$ cat config.mk
export PLATFORM = sky130hd
export DESIGN_NAME = octal_driver_spi_control
export DESIGN_NICKNAME = d
export VERILOG_FILES = /design/src/rtl/octal_ctrl_pkg.sv /design/src/rtl/octal_driver_spi_control.sv
export SDC_FILE = /design/constraint.sdc
export NUM_CORES = 1
export LEC_CHECK = 0
export BUFFER_PORTS_ARGS = -buffer_cell sky130_fd_sc_hd__buf_4
export CAP_MARGIN = 20
export CORE_UTILIZATION = 55
export DETAILED_ROUTE_END_ITERATION = 8
export PLACE_DENSITY = 0.81
export SETUP_SLACK_MARGIN = 0.1
export SLEW_MARGIN = 20
export SYNTH_ARGS = -nofsm -noshare
export SYNTH_HDL_FRONTEND = slang
export SYNTH_SLANG_ARGS = --single-unit
$ cat constraint.sdc
create_clock -name sys_clk -period 3.38 [get_ports sys_clk]
set_input_delay 0.676 -clock sys_clk [delete_from_list [all_inputs] [get_ports sys_clk]]
set_output_delay 0.676 -clock sys_clk [all_outputs]
set_load 0.02 [all_outputs]
$ cat src/rtl/octal_ctrl_pkg.sv
// Shared constants and types for the octal driver serial control block
package octal_ctrl_pkg;

  localparam int          WORD_BITS     = 16;
  localparam int          CH_COUNT      = 8;
  localparam int          CNT_BITS      = 4;
  localparam int          SYNC_STAGES   = 2;

  // Field positions inside a received word
  localparam int          KEY_MSB       = 15;
  localparam int          KEY_LSB       = 12;
  localparam int          MODE_MSB      = 11;
  localparam int          MODE_LSB      = 8;
  localparam int          DATA_MSB      = 7;
  localparam int          DATA_LSB      = 0;

  // Key-word and writing mode codes
  localparam logic [3:0]  KEY_VALID     = 4'ha;
  localparam logic [3:0]  MODE_OUTPUT   = 4'hc;
  localparam logic [3:0]  MODE_DIAG     = 4'h3;
  localparam logic [3:0]  MODE_PROTECT  = 4'ha;

  // Fault codes per channel, two bits each
  localparam logic [1:0]  FLT_NONE      = 2'h0;
  localparam logic [1:0]  FLT_OPEN      = 2'h1;
  localparam logic [1:0]  FLT_SHORT     = 2'h2;
  localparam logic [1:0]  FLT_OVERCUR   = 2'h3;

  // Values after reset, and the all-ones thermal fault word
  localparam logic [7:0]  CMD_RESET     = 8'h00;
  localparam logic [15:0] FAULT_RESET   = 16'h0000;
  localparam logic [15:0] FAULT_THERMAL = 16'hffff;
  localparam logic [3:0]  CNT_RESET     = 4'h0;
  // Pin synchronisers start at the pull levels: select, clock, data, reset high
  localparam logic [6:0]  PIN_PRESET    = 7'h0f;

  // Channels 6 to 8 take a parallel enable, placed at bits 5 to 7
  localparam int          PAR_LSB       = 5;

  typedef struct packed {
    logic [3:0] key;
    logic [3:0] mode;
    logic [7:0] data;
  } cmd_word_t;

  typedef struct packed {
    logic [7:0] drive_on;
    logic [7:0] diag_latch;
    logic [7:0] linear_limit;
  } chan_cfg_t;

  typedef enum logic [0:0] {
    LINK_IDLE  = 1'b0,
    LINK_SHIFT = 1'b1
  } link_state_t;

endpackage

$ cat src/rtl/octal_driver_spi_control.sv
// Serial command and fault report front end of the eight channel load driver
// Functional notes
// - Serial output undriven while chip select high; driven from its falling edge.
// - First 16 bits out after chip select falls are the fault register.
// - After fault bits, serial output repeats serial input delayed 16 clocks.
// - Input sampled on rising serial clock; output changes on falling edge.
// - Words travel least significant bit first, both directions.
// - Bits 15..12 are the key-word; pattern 1010 required for acceptance.
// - Bits 11..8 pick writing mode: outputs, diagnosis latch, or protection.
// - Output mode 1100: low byte turns outputs 8..1 on or off.
// - Diagnosis mode 0011: one selects latch, zero selects no-latch per channel.
// - Protection mode 1010: one selects linear limit, zero selects switch-off.
// - Fault register cleared at chip select rise only on whole words and valid key.
// - A partial word at chip select rise is discarded; commands unchanged.
// - Power-on reset clears commands and faults: outputs off, no-latch, switch-off.
// - Parallel enables for channels 6..8 are OR'd with their command bits.
// - Reset pin low clears all registers except the pin synchronisers and buffer storage, and switches every output off.
// - Fault register holds two bits per channel, channel 1 lowest.
// - Thermal shutdown at chip select fall reports all fault bits as one.
`timescale 1ns/1ns
`default_nettype none

module octal_driver_spi_control #(
  parameter int BUF_DEPTH = 2,
  parameter int BUF_WIDTH = octal_ctrl_pkg::WORD_BITS
) (
  input  wire logic       sys_clk,
  input  wire logic       rst,
  input  wire logic       chip_sel_n_pin,
  input  wire logic       serial_clk_pin,
  input  wire logic       serial_in_pin,
  input  wire logic       reset_n_pin,
  input  wire logic       par_enable_ch6,
  input  wire logic       par_enable_ch7,
  input  wire logic       par_enable_ch8,
  input  wire logic [7:0] fault_event,
  input  wire logic [15:0] fault_code,
  input  wire logic [7:0] thermal_shutdown,
  output logic            serial_out,
  output logic            serial_out_oe_n,
  output logic [7:0]      drive_on,
  output logic [7:0]      diag_latch,
  output logic [7:0]      linear_limit,
  output logic            cmd_ready
);

  localparam int PTR_BITS = (BUF_DEPTH > 1) ? $clog2(BUF_DEPTH) : 1;

  // Two-flop synchronisers for every pin, one bit per pin in each row
  localparam int NPIN = 7;
  logic [NPIN-1:0] pin_raw;
  logic [NPIN-1:0] sync1_reg;
  logic [NPIN-1:0] sync2_reg;
  logic [NPIN-1:0] sync3_reg;

  assign pin_raw = {par_enable_ch8, par_enable_ch7, par_enable_ch6, reset_n_pin,
                    serial_in_pin, serial_clk_pin, chip_sel_n_pin};

  // Preset to the pins' pull levels so that no false edge follows reset
  always_ff @(posedge sys_clk) begin
    if (rst) begin
      sync1_reg <= octal_ctrl_pkg::PIN_PRESET;
    end else begin
      sync1_reg <= pin_raw;
    end
  end

  always_ff @(posedge sys_clk) begin
    if (rst) begin
      sync2_reg <= octal_ctrl_pkg::PIN_PRESET;
    end else begin
      sync2_reg <= sync1_reg;
    end
  end

  // Third row only remembers the settled level for edge finding
  always_ff @(posedge sys_clk) begin
    if (rst) begin
      sync3_reg <= octal_ctrl_pkg::PIN_PRESET;
    end else begin
      sync3_reg <= sync2_reg;
    end
  end

  wire       cs_n_s     = sync2_reg[0];
  wire       sclk_s     = sync2_reg[1];
  wire       sdi_s      = sync2_reg[2];
  wire       pin_rst_n  = sync2_reg[3];
  wire [2:0] par_en_s   = sync2_reg[6:4];
  wire       cs_fall    = sync3_reg[0] & ~cs_n_s;
  wire       cs_rise    = ~sync3_reg[0] & cs_n_s;
  wire       sclk_rise  = ~sync3_reg[1] & sclk_s;
  wire       sclk_fall  = sync3_reg[1] & ~sclk_s;
  // Pin reset acts like a synchronous clear on top of rst
  wire       clr        = rst | ~pin_rst_n;

  // Link state
  octal_ctrl_pkg::link_state_t state_reg;
  octal_ctrl_pkg::link_state_t state_next;

  always_comb begin
    state_next = state_reg;
    unique case (state_reg)
      octal_ctrl_pkg::LINK_IDLE:  if (cs_fall) state_next = octal_ctrl_pkg::LINK_SHIFT;
      octal_ctrl_pkg::LINK_SHIFT: if (cs_rise) state_next = octal_ctrl_pkg::LINK_IDLE;
    endcase
  end

  always_ff @(posedge sys_clk) begin
    if (clr) state_reg <= octal_ctrl_pkg::LINK_IDLE;
    else     state_reg <= state_next;
  end

  wire shifting = (state_reg == octal_ctrl_pkg::LINK_SHIFT);

  // Receive side: LSB first, so bits enter at the top and move down
  logic [15:0] rx_shift_reg;
  logic [3:0]  bit_cnt_reg;
  logic        word_seen_reg;
  logic        pend_bit_reg;

  wire         take_bit    = shifting & sclk_rise;
  wire         frame_start = clr | cs_fall;
  wire [3:0]   bit_cnt_inc = bit_cnt_reg + 4'h1;
  // Counter wraps at a word boundary; the flag keeps a zero count from meaning no bits
  wire         word_done   = take_bit & (bit_cnt_inc == octal_ctrl_pkg::CNT_RESET);

  always_ff @(posedge sys_clk) begin
    if (frame_start) begin
      rx_shift_reg <= octal_ctrl_pkg::FAULT_RESET;
    end else if (take_bit) begin
      rx_shift_reg <= {sdi_s, rx_shift_reg[15:1]};
    end
  end

  always_ff @(posedge sys_clk) begin
    if (frame_start) begin
      bit_cnt_reg <= octal_ctrl_pkg::CNT_RESET;
    end else if (take_bit) begin
      bit_cnt_reg <= bit_cnt_inc;
    end
  end

  always_ff @(posedge sys_clk) begin
    if (frame_start) begin
      word_seen_reg <= 1'b0;
    end else if (word_done) begin
      word_seen_reg <= 1'b1;
    end
  end

  // Last sampled input bit, waiting to enter the transmit register at the next fall
  always_ff @(posedge sys_clk) begin
    if (frame_start) begin
      pend_bit_reg <= 1'b0;
    end else if (take_bit) begin
      pend_bit_reg <= sdi_s;
    end
  end

  // Transmit side: fault word first, then input delayed by one word
  logic [15:0] tx_shift_reg;
  logic        so_reg;
  logic        oe_n_reg;
  logic [15:0] fault_reg;

  wire         hot       = |thermal_shutdown;
  wire [15:0]  tx_load   = hot ? octal_ctrl_pkg::FAULT_THERMAL : fault_reg;

  // Shifting stops at the chip select rise so the wrapped bits stay put
  wire         tx_step   = shifting & sclk_fall & ~cs_rise;

  always_ff @(posedge sys_clk) begin
    if (clr) begin
      tx_shift_reg <= octal_ctrl_pkg::FAULT_RESET;
    end else if (cs_fall) begin
      tx_shift_reg <= tx_load;
    end else if (tx_step) begin
      // Captured input bit enters at the top and reaches bit 0 fifteen falls later
      tx_shift_reg <= {pend_bit_reg, tx_shift_reg[15:1]};
    end
  end

  always_ff @(posedge sys_clk) begin
    if (clr) begin
      so_reg <= 1'b0;
    end else if (cs_fall) begin
      so_reg <= tx_load[0];
    end else if (tx_step) begin
      so_reg <= tx_shift_reg[1];
    end
  end

  always_ff @(posedge sys_clk) begin
    if (clr) begin
      oe_n_reg <= 1'b1;
    end else if (cs_fall) begin
      oe_n_reg <= 1'b0;
    end else if (cs_rise) begin
      oe_n_reg <= 1'b1;
    end
  end

  assign serial_out      = so_reg;
  assign serial_out_oe_n = oe_n_reg;

  // Word check at chip select rise
  octal_ctrl_pkg::cmd_word_t rx_word;
  assign rx_word = rx_shift_reg;

  wire whole_words = word_seen_reg & (bit_cnt_reg == octal_ctrl_pkg::CNT_RESET);
  wire key_ok      = (rx_word.key == octal_ctrl_pkg::KEY_VALID);
  wire word_valid  = shifting & cs_rise & whole_words & key_ok;

  // Fault register: detector updates win over a clear in the same cycle
  logic [15:0] fault_next;

  always_comb begin
    fault_next = word_valid ? octal_ctrl_pkg::FAULT_RESET : fault_reg;
    for (int ch = 0; ch < octal_ctrl_pkg::CH_COUNT; ch++) begin
      if (fault_event[ch])
        fault_next[2*ch +: 2] = fault_code[2*ch +: 2];
    end
  end

  always_ff @(posedge sys_clk) begin
    if (clr) fault_reg <= octal_ctrl_pkg::FAULT_RESET;
    else     fault_reg <= fault_next;
  end

  // Two-entry word buffer between the link and the command registers
  logic [BUF_WIDTH-1:0] buf_mem_reg [BUF_DEPTH];
  logic [PTR_BITS-1:0]  wr_ptr_reg;
  logic [PTR_BITS-1:0]  rd_ptr_reg;
  logic [PTR_BITS:0]    fill_reg;

  wire buf_full   = (fill_reg == (PTR_BITS+1)'(BUF_DEPTH));
  wire buf_empty  = (fill_reg == '0);
  wire push       = word_valid & ~buf_full;
  wire pop_valid  = ~buf_empty;
  // Drain stalls while the pin reset holds the channel registers cleared
  wire pop_ready  = pin_rst_n;
  wire pop        = pop_valid & pop_ready;

  assign cmd_ready = ~buf_full;

  function automatic logic [PTR_BITS-1:0] ptr_inc(input logic [PTR_BITS-1:0] p);
    ptr_inc = (p == PTR_BITS'(BUF_DEPTH - 1)) ? '0 : p + PTR_BITS'(1);
  endfunction

  // Storage needs no reset: the fill count alone says which entries hold words
  always_ff @(posedge sys_clk) begin
    if (push) begin
      buf_mem_reg[wr_ptr_reg] <= rx_shift_reg;
    end
  end

  // Pointers follow the pin reset too, so no stale word survives it
  always_ff @(posedge sys_clk) begin
    if (clr) begin
      wr_ptr_reg <= '0;
    end else if (push) begin
      wr_ptr_reg <= ptr_inc(wr_ptr_reg);
    end
  end

  always_ff @(posedge sys_clk) begin
    if (clr) begin
      rd_ptr_reg <= '0;
    end else if (pop) begin
      rd_ptr_reg <= ptr_inc(rd_ptr_reg);
    end
  end

  always_ff @(posedge sys_clk) begin
    if (clr) begin
      fill_reg <= '0;
    end else if (push && !pop) begin
      fill_reg <= fill_reg + (PTR_BITS+1)'(1);
    end else if (pop && !push) begin
      fill_reg <= fill_reg - (PTR_BITS+1)'(1);
    end
  end

  // Command registers, updated from the buffer head
  octal_ctrl_pkg::cmd_word_t head;
  assign head = buf_mem_reg[rd_ptr_reg];

  function automatic logic mode_is(input logic [3:0] mode, input logic [3:0] code);
    mode_is = (mode == code);
  endfunction

  wire sel_out  = pop & mode_is(head.mode, octal_ctrl_pkg::MODE_OUTPUT);
  wire sel_diag = pop & mode_is(head.mode, octal_ctrl_pkg::MODE_DIAG);
  wire sel_prot = pop & mode_is(head.mode, octal_ctrl_pkg::MODE_PROTECT);

  logic [7:0] out_cmd_reg;
  logic [7:0] diag_reg;
  logic [7:0] prot_reg;

  // Unknown mode codes fall through every select and leave all three alone
  always_ff @(posedge sys_clk) begin
    if (clr) begin
      out_cmd_reg <= octal_ctrl_pkg::CMD_RESET;
    end else if (sel_out) begin
      out_cmd_reg <= head.data;
    end
  end

  always_ff @(posedge sys_clk) begin
    if (clr) begin
      diag_reg <= octal_ctrl_pkg::CMD_RESET;
    end else if (sel_diag) begin
      diag_reg <= head.data;
    end
  end

  always_ff @(posedge sys_clk) begin
    if (clr) begin
      prot_reg <= octal_ctrl_pkg::CMD_RESET;
    end else if (sel_prot) begin
      prot_reg <= head.data;
    end
  end

  // Channel stage drive, registered
  wire [7:0] par_mask = {par_en_s, 5'h00};
  octal_ctrl_pkg::chan_cfg_t cfg_reg;

  always_ff @(posedge sys_clk) begin
    if (clr) begin
      cfg_reg <= '0;
    end else begin
      cfg_reg.drive_on     <= out_cmd_reg | par_mask;
      cfg_reg.diag_latch   <= diag_reg;
      cfg_reg.linear_limit <= prot_reg;
    end
  end

  assign drive_on     = cfg_reg.drive_on;
  assign diag_latch   = cfg_reg.diag_latch;
  assign linear_limit = cfg_reg.linear_limit;

endmodule

`default_nettype wire

Word-level counts from Yosys, hierarchy flattened

Memories as Yosys holds them, arrays and structs flattened. A register that Yosys moved wholly into a read port is not among the register bits.
Cells that the tools add are included.

Flip-flop bits (word level): 125
Memories kept: 1
Input bits: 41
Word-level logic and storage cells: 114
RAM bits: 32
Output and inout bits: 27

Memory list:

| name        | words | bits a word | rd ports | clocked after Yosys merged registers in | write ports | RTL line                        | RTL |
|---|---|---|---|---|---|---|---|
| buf_mem_reg | 2     | 16          | 1        | 1                                       | 1           | octal_driver_spi_control.sv:232 | `logic [BUF_WIDTH-1:0] buf_mem_reg [BUF_DEPTH];` |

Equality and inequality tests: 5
Muxes and demuxes: 27
Add/subtract/negate cells: 5
Bitwise logic cells: 29
Reduce and logical (&&, ||, !) cells: 19

Operator list:

| cell                  | count |
|---|---|
| $mux W16              | 4 |
| $reduce_bool A2 Y1    | 11 |
| $mux W2               | 10 |
| $and A1 B1 Y1         | 17 |
| $eq A4 B4 Y1 const B  | 3 |
| $mux W1               | 12 |
| $not A1 Y1            | 9 |
| $logic_not A4 Y1      | 2 |
| $or A8 B8 Y8          | 1 |
| $reduce_or A8 Y1      | 1 |
| $add A4 B1 Y4 const B | 1 |
| $eq A4 B2 Y1 const B  | 1 |
| $add A1 B1 Y1 const B | 2 |
| $add A2 B1 Y2 const B | 1 |
| $eq A2 B2 Y1 const B  | 1 |
| $logic_and A1 B1 Y1   | 2 |
| $logic_not A1 Y1      | 2 |
| $logic_not A2 Y1      | 1 |
| $or A1 B1 Y1          | 2 |
| $pmux W1 S2           | 1 |
| $sub A2 B1 Y2 const B | 1 |

Longest topological paths before layout

Gate-level depths: netlist (run 1).

Depth after elaboration: 10
Gate-level depth with buffers: 9
Depth with buffers taken out: 8

Least setup slack after synthesis (run 1)

OpenSTA, ideal clock, no wires.

Kind: reg2reg
From: reg bit_cnt_reg[0]
To: mem buf_mem_reg[0][0] (netlist bit), enable pin
Setup slack: 913 ps
Arrival time: 2085 ps
Stages on the path, launching flop included: 7
Library setup time: 382 ps
Required time: 2998 ps
Buffers on the path: 1
Period minus slack after synthesis: 2467 ps
Path through: dfxtp_1 -> inv_1 -> ha_1 -> or4b_1 -> buf_2 -> nor4b_4 -> nor2b_1

Cells in the longest elaborated chain, start to end: 7

Ends and longest elaborated chain:

| what                          | RTL line                        | RTL |
|---|---|---|
| start: declaration            | octal_driver_spi_control.sv:118 | `logic [3:0] bit_cnt_reg;` |
| start signal: assignment      | octal_driver_spi_control.sv:138 | `bit_cnt_reg <= octal_ctrl_pkg::CNT_RESET;` |
| start signal: assignment      | octal_driver_spi_control.sv:140 | `bit_cnt_reg <= bit_cnt_inc;` |
| $logic_not A4 Y1              | octal_driver_spi_control.sv:211 | `wire whole_words = word_seen_reg & (bit_cnt_reg == octal_ctrl_pkg::CNT_RESET);` |
| $and A1 B1 Y1                 | octal_driver_spi_control.sv:211 |  |
| $and A1 B1 Y1 (2 in series)   | octal_driver_spi_control.sv:213 | `wire word_valid = shifting & cs_rise & whole_words & key_ok;` |
| $and A1 B1 Y1                 | octal_driver_spi_control.sv:239 | `wire push = word_valid & ~buf_full;` |
| $mux W1                       | octal_driver_spi_control.sv:253 | `if (push) begin` |
| $mux W1 (implied by the code) | octal_driver_spi_control.sv:254 | `buf_mem_reg[wr_ptr_reg] <= rx_shift_reg;` |
| end: declaration              | octal_driver_spi_control.sv:232 |  |

No other way between the ends.

Worst setup path after layout (run 1)

From: reg bit_cnt_reg[0]
To: reg fill_reg[1]

Cells in the longest elaborated chain, start to end: 8
Elaborated cells between the ends (all ways): 10
Classes of those cells: mux: 1; bitwise: 4; reduce/logical: 5

Ends and longest elaborated chain:

| what                          | RTL line                        | RTL |
|---|---|---|
| $logic_not A4 Y1 *            | octal_driver_spi_control.sv:211 |  |
| $and A1 B1 Y1 *               | octal_driver_spi_control.sv:211 |  |
| $and A1 B1 Y1 * (2 in series) | octal_driver_spi_control.sv:213 |  |
| $and A1 B1 Y1 *               | octal_driver_spi_control.sv:239 |  |
| $logic_not A1 Y1              | octal_driver_spi_control.sv:280 | `end else if (pop && !push) begin` |
| $logic_and A1 B1 Y1           | octal_driver_spi_control.sv:280 |  |
| $reduce_bool A2 Y1 (no line)  | --                              |  |
| end signal: assignment        | octal_driver_spi_control.sv:279 | `fill_reg <= fill_reg + (PTR_BITS+1)'(1);` |
| end signal: assignment        | octal_driver_spi_control.sv:281 | `fill_reg <= fill_reg - (PTR_BITS+1)'(1);` |
| end: declaration              | octal_driver_spi_control.sv:235 | `logic [PTR_BITS:0] fill_reg;` |

Mark *: on every way between the ends. The rest lies on a longest branch, timed or not.
A chain may end at the register's enable or synchronous reset.

==> results of run 1 <==
-- power breakdown --
group          total, W  leakage [nW]  switching, W  internal, W
registers       0.00183          1.19     0.0000147      0.00181
logic          0.000134          1.17     0.0000721    0.0000616
clock network   0.00174         0.275      0.000749     0.000989
total           0.00370          2.64      0.000835      0.00286
-- per-stage QoR --
stage          setup WS [ps]  power, W  std cells  hold slack (ps)
2_1_floorplan          913.4  0.001937        510            383.2
3_3_place_gp           758.8  0.001993        682            386.0
3_5_place_dp           641.6  0.001998        682            389.3
4_1_cts                528.8  0.003709        714            328.7
5_1_grt                413.1  0.003816        714            324.8
6_report               535.1  0.003699        714            343.7
-- routing by layer --
metal,global-route usage,part of all wire
met2,0.3590,0.49
met1,0.2595,0.46
met4,0.07581,0.0075
met5,0,0
met3,0.06142,0.038
-- Yosys cell counts (2+ instances only) --
| master | instances |
|---|---|
| mux2_1 | 8 |
| nor2b_1 | 8 |
| o311ai_1 | 16 |
| nor2_1 | 19 |
| or3_1 | 3 |
| o21ai_0 | 4 |
| o41ai_1 | 8 |
| clkbuf_1 | 21 |
| xor2_1 | 3 |
| dfxtp_1 | 124 |
| mux2i_1 | 42 |
| nand2b_1 | 3 |
| a21oi_1 | 47 |
| or2_1 | 10 |
| or4_1 | 2 |
| a221oi_4 | 3 |
| inv_1 | 35 |
| nand2_1 | 88 |
| edfxtp_1 | 24 |
| ha_1 | 6 |
| or3b_4 | 2 |
| buf_2 | 4 |
| a221oi_1 | 8 |
| nand3b_1 | 4 |
| or3b_1 | 2 |
-- worst max path at each step --
stage | slack, ps | to | start
6_report | 540 | fill_reg[1]$_SDFFE_PP0P_ | bit_cnt_reg[0]$_SDFFE_PP0P_
5_1_grt | 410 | fill_reg[1]$_SDFFE_PP0P_ | bit_cnt_reg[0]$_SDFFE_PP0P_
4_1_cts | 530 | fill_reg[1]$_SDFFE_PP0P_ | bit_cnt_reg[0]$_SDFFE_PP0P_
3_5_place_dp | 640 | fill_reg[1]$_SDFFE_PP0P_ | bit_cnt_reg[0]$_SDFFE_PP0P_
3_3_place_gp | 760 | buf_mem_reg[1][2]$_DFFE_PP_ | bit_cnt_reg[0]$_SDFFE_PP0P_
2_1_floorplan | 910 | buf_mem_reg[0][0]$_DFFE_PP_ | bit_cnt_reg[0]$_SDFFE_PP0P_
-- cell type report --
class                      instances  area [sq um]  share of cell area
multi-input combinational        299          1992              0.3026
clock buffer                      19         452.9             0.06881
clock inverter                    13         112.6             0.01711
sequential                       148          3203              0.4866
tap                              129         161.4             0.02452
timing repair buffer              70         525.5             0.07983
inverter                          36         135.1             0.02053
-- kinds of logic (layout without fill, tap and decap cells) --
family	count (synthesis)	after routing	synth area share
compound gates	89	89	0.1167
xor+xnor	4	4	0.006447
fa+ha+maj	6	6	0.01381
buf+inv	63	138	0.04512
flops	148	148	0.5893
mux	50	50	0.09392
simple gates	150	150	0.1347
==> impl_metrics.yaml, run 1 <==
timing:
  tightest_slew_ps: 937.8
  finalCriticalPeriod_ps: 2845
  fin_tns_setup_ps: 0
  hold_violations: 0
  slew_viol_final: 0
  max_slew_margin: 0.3748
  final.setup_skew_ps: 9.476
  rsz0062_at_grt: "false"
  finalSetupViolCount: 0
  fmax_mhz: 351.5
  finalCritPeriodShare: 0.8417
clock_tree:
  post_cts_resized: 0
  cts_tree: "yes"
  postCtsHoldBufs: 0
  root_buffer: "clkbuf_8"
  cts_sinks: 148
  clock_latency_ps: 510
  cts_max_path_buffers: 2
  cts_buffers: 17
  cts_post_setup_buffers_inserted: 0
  clkTransAtPathRegs_ps: 70
  h-tree-depth: 4
worst_hold_path:
  min_path_cells: 2
  hold_path_end: "sync1_reg[2]$_SDFF_PP1_"
  hold_path_class: "input port to flip-flop"
  min-delay-start: "serial_in_pin"
die:
  die_w_microns: 101.4
  die_h_microns: 101.4
  rows: 35
  die_area_sq_um: 10280
  pin_count: 68
  start_util: 0.5773
  core_sq_um: 9415
route:
  ant_nets: 0
  num_vias: 3830
  wl_per_cell_microns: 14.58
  viasPerCell: 5.364
  routed_wirelength_mm: 10.41
  drt-pass1-iter-count: 5
  drcViolationCount: 0
  drt_iter0_drc: 165
cells_and_area:
  n_fill_cell: 668
  drive_gt1_frac: 0.1915
  fin_util: 0.6991
  fin_area_sq_um: 6583
  area_growth_pct: 21.11
  diodes: 0
  nNetsFinal: 619
  final_common_cell: "dfxtp_1"
  largest_reg_flops: 24
  most-common-layout-cells: "dfxtp_1, nand2_1, buf_4, a21oi_1, mux2i_1"
worst_setup_path:
  crit_arrival_ps: 3270
  r2r_cells: 7
  path_buf_inv: 1
  path_depth: 7
  crit_path_max_incr_delay_ps: 810
  r2r_slack_ps: 540
  cp_cell_sequence: "inv_1 -> ha_1 -> or4b_1 -> nor4b_4 -> ha_1 -> or3_1 -> a21oi_1"
  crit_required_ps: 3800
  crit_top_cell: "ha_1"
  path_delay_family: "simple AND/OR/NAND/NOR gates"
  critical_path_class: "flip-flop to flip-flop"
  crit_path_end_kind: "flip-flop"
  worst-path-max-fanout: 17
  worst_path_max_delay_cell: "or4b_1"
  r2r_end: "fill_reg[1]$_SDFFE_PP0P_"
  r2r_start: "bit_cnt_reg[0]$_SDFFE_PP0P_"
  cp-start-kind: "flip-flop"
global_routing:
  grt_overflow: 0
  antenna_found_initial: 0
  grt_pass1_wl_mm: 16.74
  grt_pass1_vias: 3649
  grtUsageTotal: 0.2124
  grt_max_degree: 45
yosys:
  synth.area.top_cells: "dfxtp_1, edfxtp_1, mux2i_1, nand2_1, a21oi_1"
  async_reset_ff_frac: 0
  ys_ff_latch: 148
  yosysWarnings: 0
  syn_nets: 557
  synth_top_area_frac: 0.4567
  ys_seq_area_frac: 0.5893
  synthCells: 510
  synth_top_area_cell: "dfxtp_1"
  synthesis.area_sq_um: 5435
  ys.flop_type: "dfxtp_1"
  ys_types: 41
  synth_edf_count: 24
  synth_area_per_cell_sq_um: 10.66
pwr:
  powerDensity_nw_per_um2: 562.0
  leakage_nw: 2.637
  irDropWorstVdd_v: 0.0003079
place:
  gp_congestion: 0.7398
  dpl_cell_area_sq_um: 6015
  io_buffers: 67
  dp_hpwl_mm: 6.656
run:
  maxCapViolCount: 0
outcome:
  outcome: "finished clean"
Note: power is estimated with default switching activity, not from simulation.
==> inputs of run 2 (changes only) <==
- CORE_UTILIZATION: 55 -> 51
- PLACE_DENSITY: 0.81 -> 0.79
- clock period: 3.38 -> 2.5 ns (I/O delays scaled with it)
==> run 2 against run 1 <==
Net effect:
- via count grew 2.3%
- power up 40%
- sequential share of layout area is 0.94 points lower
- wire length up 4.9%
- cell area increased by 2.1%
- largest power group is now clock
==> impl_metrics.yaml, run 2 (same netlist as run 1, synthesis figures left out) <==
outcome:
  outcome: "finished clean"
route:
  drt_iter0_drc: 248
  routed_wirelength_mm: 10.92
  ant_nets: 0
  top_layer: "met4"
  viasPerCell: 5.358
  dr_wl_met3_microns: 443
  drt-pass1-iter-count: 4
  drcViolationCount: 0
  wl_met1_mm: 4.659
  wl_per_cell_microns: 14.94
  route.met2.wl_mm: 5.643
  num_vias: 3917
place:
  placed_cells: 698
  dp_hpwl_mm: 6.899
  io_buffers: 67
  place_ws_ps: 149.0
  gp_congestion: 0.7388
cells_and_area:
  seq_area_sq_um: 3206
  drive_gt1_frac: 0.2118
  stdcell_count: 731
  multiInputGateArea_sq_um: 1999
  final_common_cell: "dfxtp_1"
  nNetsFinal: 629
  fin_util: 0.6507
  most-common-layout-cells: "dfxtp_1, nand2_1, buf_4, a21oi_1, mux2i_1"
  area_growth_pct: 23.60
  n_fill_cell: 742
  largest_reg_flops: 24
  diodes: 0
pwr:
  p_seq_frac: 0.478
  clock_power_share: 0.487
  irDropWorstVdd_v: 0.0004013
  powerDensity_nw_per_um2: 770.6
  p_sw_w: 0.001092
  intPower_w: 0.004084
  leakage_nw: 2.706
  swShare: 0.2111
  combPwrFrac: 0.035
timing:
  finalCriticalPeriod_ps: 2355
  finalCritPeriodShare: 0.9418
  fmax_mhz: 424.7
  finalSetupViolCount: 0
  whs_ps: 151.7
  slew_viol_final: 0
  final.setup_skew_ps: 6.418
  tightest_slew_ps: 684.2
  fin_tns_setup_ps: 0
  hold_violations: 0
  worst_slack_ps: 145.5
  rsz0062_at_grt: "false"
  max_slew_margin: 0.5408
worst_hold_path:
  hold_path_class: "input port to flip-flop"
die:
  die_area_sq_um: 11070
  die_h_microns: 105.2
  die_w_microns: 105.2
  pin_count: 68
  core_sq_um: 10320
  rows: 37
  start_util: 0.5265
clock_tree:
  cts_tree: "yes"
  h-tree-depth: 4
  clock_latency_ps: 520
  cts_buffers: 17
  root_buffer: "clkbuf_8"
  cts_sinks: 148
  clkTransAtPathRegs_ps: 60
  postCtsHoldBufs: 0
  cts_max_path_buffers: 2
global_routing:
  grt_max_degree: 45
  grtUsageTotal: 0.2070
  grt_pass1_wl_mm: 17.96
  antenna_found_initial: 0
  grt_overflow: 0
  grt_pass1_vias: 3882
worst_setup_path:
  crit_required_ps: 2960
  crit_arrival_ps: 2810
  cp-start-kind: "flip-flop"
  worst-path-max-fanout: 7
  crit_path_end_kind: "flip-flop"
  critical_path_class: "flip-flop to flip-flop"
run:
  maxCapViolCount: 0
run 2: power by group through the flow:
stage | sequential [W] | combinational [W] | clock [W]
6_report | 0.00247 | 0.000182 | 0.00252
4_1_cts | 0.00247 | 0.000182 | 0.00256
3_3_place_gp | 0.00252 | 0.000174 | 0
5_1_grt | 0.00248 | 0.000202 | 0.00266
3_5_place_dp | 0.00252 | 0.000179 | 0
2_1_floorplan | 0.00252 | 0.0000996 | 0
run 2: what timing repair did:
item,in CTS,in global routing
setup buffers,0,1
gates resized for setup,0,4
endpoints found under the setup margin,0,1
run 2: cell type report:
type / count / area share
Clock buffer: 19 / 0.06910
Clock inverter: 13 / 0.02123
Inverter: 36 / 0.02012
Multi-Input combinational cell: 299 / 0.2976
Sequential cell: 148 / 0.4772
Tap cell: 136 / 0.02533
Timing Repair Buffer: 80 / 0.08940
run 2: metrics by stage:
step	instance area (sq um)	power [W]
2_1_floorplan	5438	0.002619
3_3_place_gp	6093	0.002696
3_5_place_dp	6093	0.002703
4_1_cts	6700	0.005216
5_1_grt	6718	0.005336
6_report	6718	0.005176
run 2: worst max-delay path, stage by stage (launching register included):
cell     delay (ps)
dfxtp_2         350
inv_1            90
ha_1            160
or4b_4          500
nor4b_4         370
ha_1            320
or3_1           380
a21oi_2         130
run 2: final timing paths:
check	start	end	slack [ps]	depth (start not counted)
setup reg to reg	bit_cnt_reg[0]$_SDFFE_PP0P_	fill_reg[1]$_SDFFE_PP0P_	150	7
hold reg to reg	sync1_reg[2]$_SDFF_PP1_	sync2_reg[2]$_SDFF_PP1_	400	1
hold / removal	serial_in_pin	sync1_reg[2]$_SDFF_PP1_	150	2
setup / recovery	bit_cnt_reg[0]$_SDFFE_PP0P_	fill_reg[1]$_SDFFE_PP0P_	150	7
run 2: metal layers:
layer  up-vias  GRT usage
li1       1924          -
met1      1890     0.2397
met2        89     0.3680
met3        14    0.05009
met4         0    0.07948
met5         -          0
==> inputs of run 3 (changes only) <==
- PLACE_DENSITY: 0.79 -> 0.71
==> run 3 against run 2 <==
Net effect:
- first-iteration DRC count fell by 46%
- sequential share of layout area about the same
- cell count grew 0.27%
- global-route usage fell by 1.9 points
- critical path depth increased by 1
- clock power decreased by 4%
- fmax is 6.0% higher
- non-clock buffer count is 2 higher
- worst setup slack improved by 130 ps
- clock-buffer cell count up 2
==> impl_metrics.yaml, run 3 (same netlist as run 1, synthesis figures left out) <==
timing:
  fin_tns_setup_ps: 0
  slew_viol_final: 0
  final.setup_skew_ps: 6.847
  max_slew_margin: 0.5346
  rsz0062_at_grt: "false"
  finalCriticalPeriod_ps: 2222
  finalSetupViolCount: 0
  fmax_mhz: 450.1
  tightest_slew_ps: 693.5
  finalCritPeriodShare: 0.8887
  hold_violations: 0
  worst_slack_ps: 278.2
route:
  drcViolationCount: 0
  wl_per_cell_microns: 13.71
  ant_nets: 0
  num_vias: 3830
  viasPerCell: 5.225
  drt_iter0_drc: 133
  routed_wirelength_mm: 10.05
  drt-pass1-iter-count: 4
worst_setup_path:
  path_delay_family: "simple AND/OR/NAND/NOR gates"
  crit_arrival_ps: 2660
  cp_cell_sequence: "inv_1 -> ha_1 -> or4b_4 -> nor4b_4 -> ha_1 -> xor2_1 -> or3_1 -> a21oi_1"
  crit_required_ps: 2940
  critical_path_class: "flip-flop to flip-flop"
  path_depth: 8
  worst_path_max_delay_cell: "or4b_4"
  path_buf_inv: 1
  crit_top_cell: "ha_1"
  crit_path_max_incr_delay_ps: 490
  cp-start-kind: "flip-flop"
  r2r_cells: 8
  crit_path_end_kind: "flip-flop"
  worst-path-max-fanout: 7
cells_and_area:
  nNetsFinal: 631
  drive_gt1_frac: 0.2077
  stdcell_count: 733
  area_growth_pct: 23.55
  largest_reg_flops: 24
  final_common_cell: "dfxtp_1"
  most-common-layout-cells: "dfxtp_1, nand2_1, buf_4, a21oi_1, mux2i_1"
  diodes: 0
die:
  rows: 37
  die_w_microns: 105.2
  pin_count: 68
  core_sq_um: 10320
  start_util: 0.5265
  die_area_sq_um: 11070
  die_h_microns: 105.2
global_routing:
  grt_pass1_vias: 3590
  grt_overflow: 0
  grt_pass1_wl_mm: 16.46
  antenna_found_initial: 0
  grt_max_degree: 35
  grtUsageTotal: 0.1879
place:
  gp_congestion: 0.7147
  io_buffers: 67
  place_ws_ps: 94.99
  dp_hpwl_mm: 6.701
  placed_cells: 699
worst_hold_path:
  min_path_cells: 2
  hold_path_class: "input port to flip-flop"
clock_tree:
  h-tree-depth: 4
  cts_buffers: 17
  postCtsHoldBufs: 0
  root_buffer: "clkbuf_8"
  cts_tree: "yes"
  cts_sinks: 148
  clkTransAtPathRegs_ps: 60
  clock_latency_ps: 510
  cts_max_path_buffers: 2
pwr:
  leakage_nw: 2.707
  irDropWorstVdd_v: 0.0004209
  powerDensity_nw_per_um2: 758.2
  power_w: 0.005091
outcome:
  outcome: "finished clean"
run:
  maxCapViolCount: 0
## run 3: changes by cell type in the layout (fill, tap and decap cells not counted), sizes merged
cell    before  now
buf         80   82
bufinv       2    1
clkbuf      19   21
clkinv       6    2
inv         39   42
## run 3: what timing repair did
item	4_1_cts	5_1_grt
buffers inserted	1	1
pin swaps	1	2
resized for setup	0	1
setup endpoints to repair	1	7
## run 3: path summary, 6_finish.rpt
path	to	slack (ps)	startpoint
setup / recovery	fill_reg[1]$_SDFFE_PP0P_	280	bit_cnt_reg[0]$_SDFFE_PP0P_
hold / removal	sync1_reg[2]$_SDFF_PP1_	160	serial_in_pin
setup reg to reg	fill_reg[1]$_SDFFE_PP0P_	280	bit_cnt_reg[0]$_SDFFE_PP0P_
hold reg to reg	sync2_reg[2]$_SDFF_PP1_	410	sync1_reg[2]$_SDFF_PP1_
## run 3: final cells by class
cell class / instances / area [sq um]
Timing Repair Buffer: 82 / 628.1
Multi-Input combinational cell: 299 / 1996
Clock inverter: 11 / 112.6
Inverter: 36 / 135.1
Clock buffer: 21 / 470.5
Sequential cell: 148 / 3203
Fill cell: 796 / 3608
Tap cell: 136 / 170.2
## run 3: power by group
part	switching (W)	internal [W]	leakage, nW
Clock	0.000983	0.00145	0.282
Sequential	0.0000203	0.00245	1.19
Combinational	0.0000957	0.0000888	1.23
## run 3: metrics by stage
stage / instance area, sq um / hold WS, ps / util
after CTS: 6704 / 143.1 / 0.6494
after global routing: 6715 / 151.3 / 0.6505
after detailed placement: 6113 / 393.9 / 0.5922
after floorplan: 5438 / 383.2 / -
after global placement: 6113 / 387.9 / 0.5922
final: 6715 / 163.5 / 0.6505
## run 3: routing by layer
| metal | routed length, microns | vias to the layer above | track usage |
|---|---|---|---|
| met1 | 4685 | 1814 | 0.2394 |
| li1 | - | 1913 | - |
| met5 | 0 | - | 0 |
| met3 | 390 | 20 | 0.04020 |
| met4 | 217 | 0 | 0.09859 |
| met2 | 4760 | 83 | 0.3003 |
## run 3: worst reg2reg max path, delay by kind of cell, from the launching register on
family / cells / cell delay [ps]
AND/OR/NAND/NOR: 3 / 1070
adder cells (fa/ha/maj): 2 / 370
flip-flops: 1 / 360
AO/OA/AOI/OAI: 1 / 140
buffers and inverters: 1 / 110
XOR/XNOR: 1 / 100
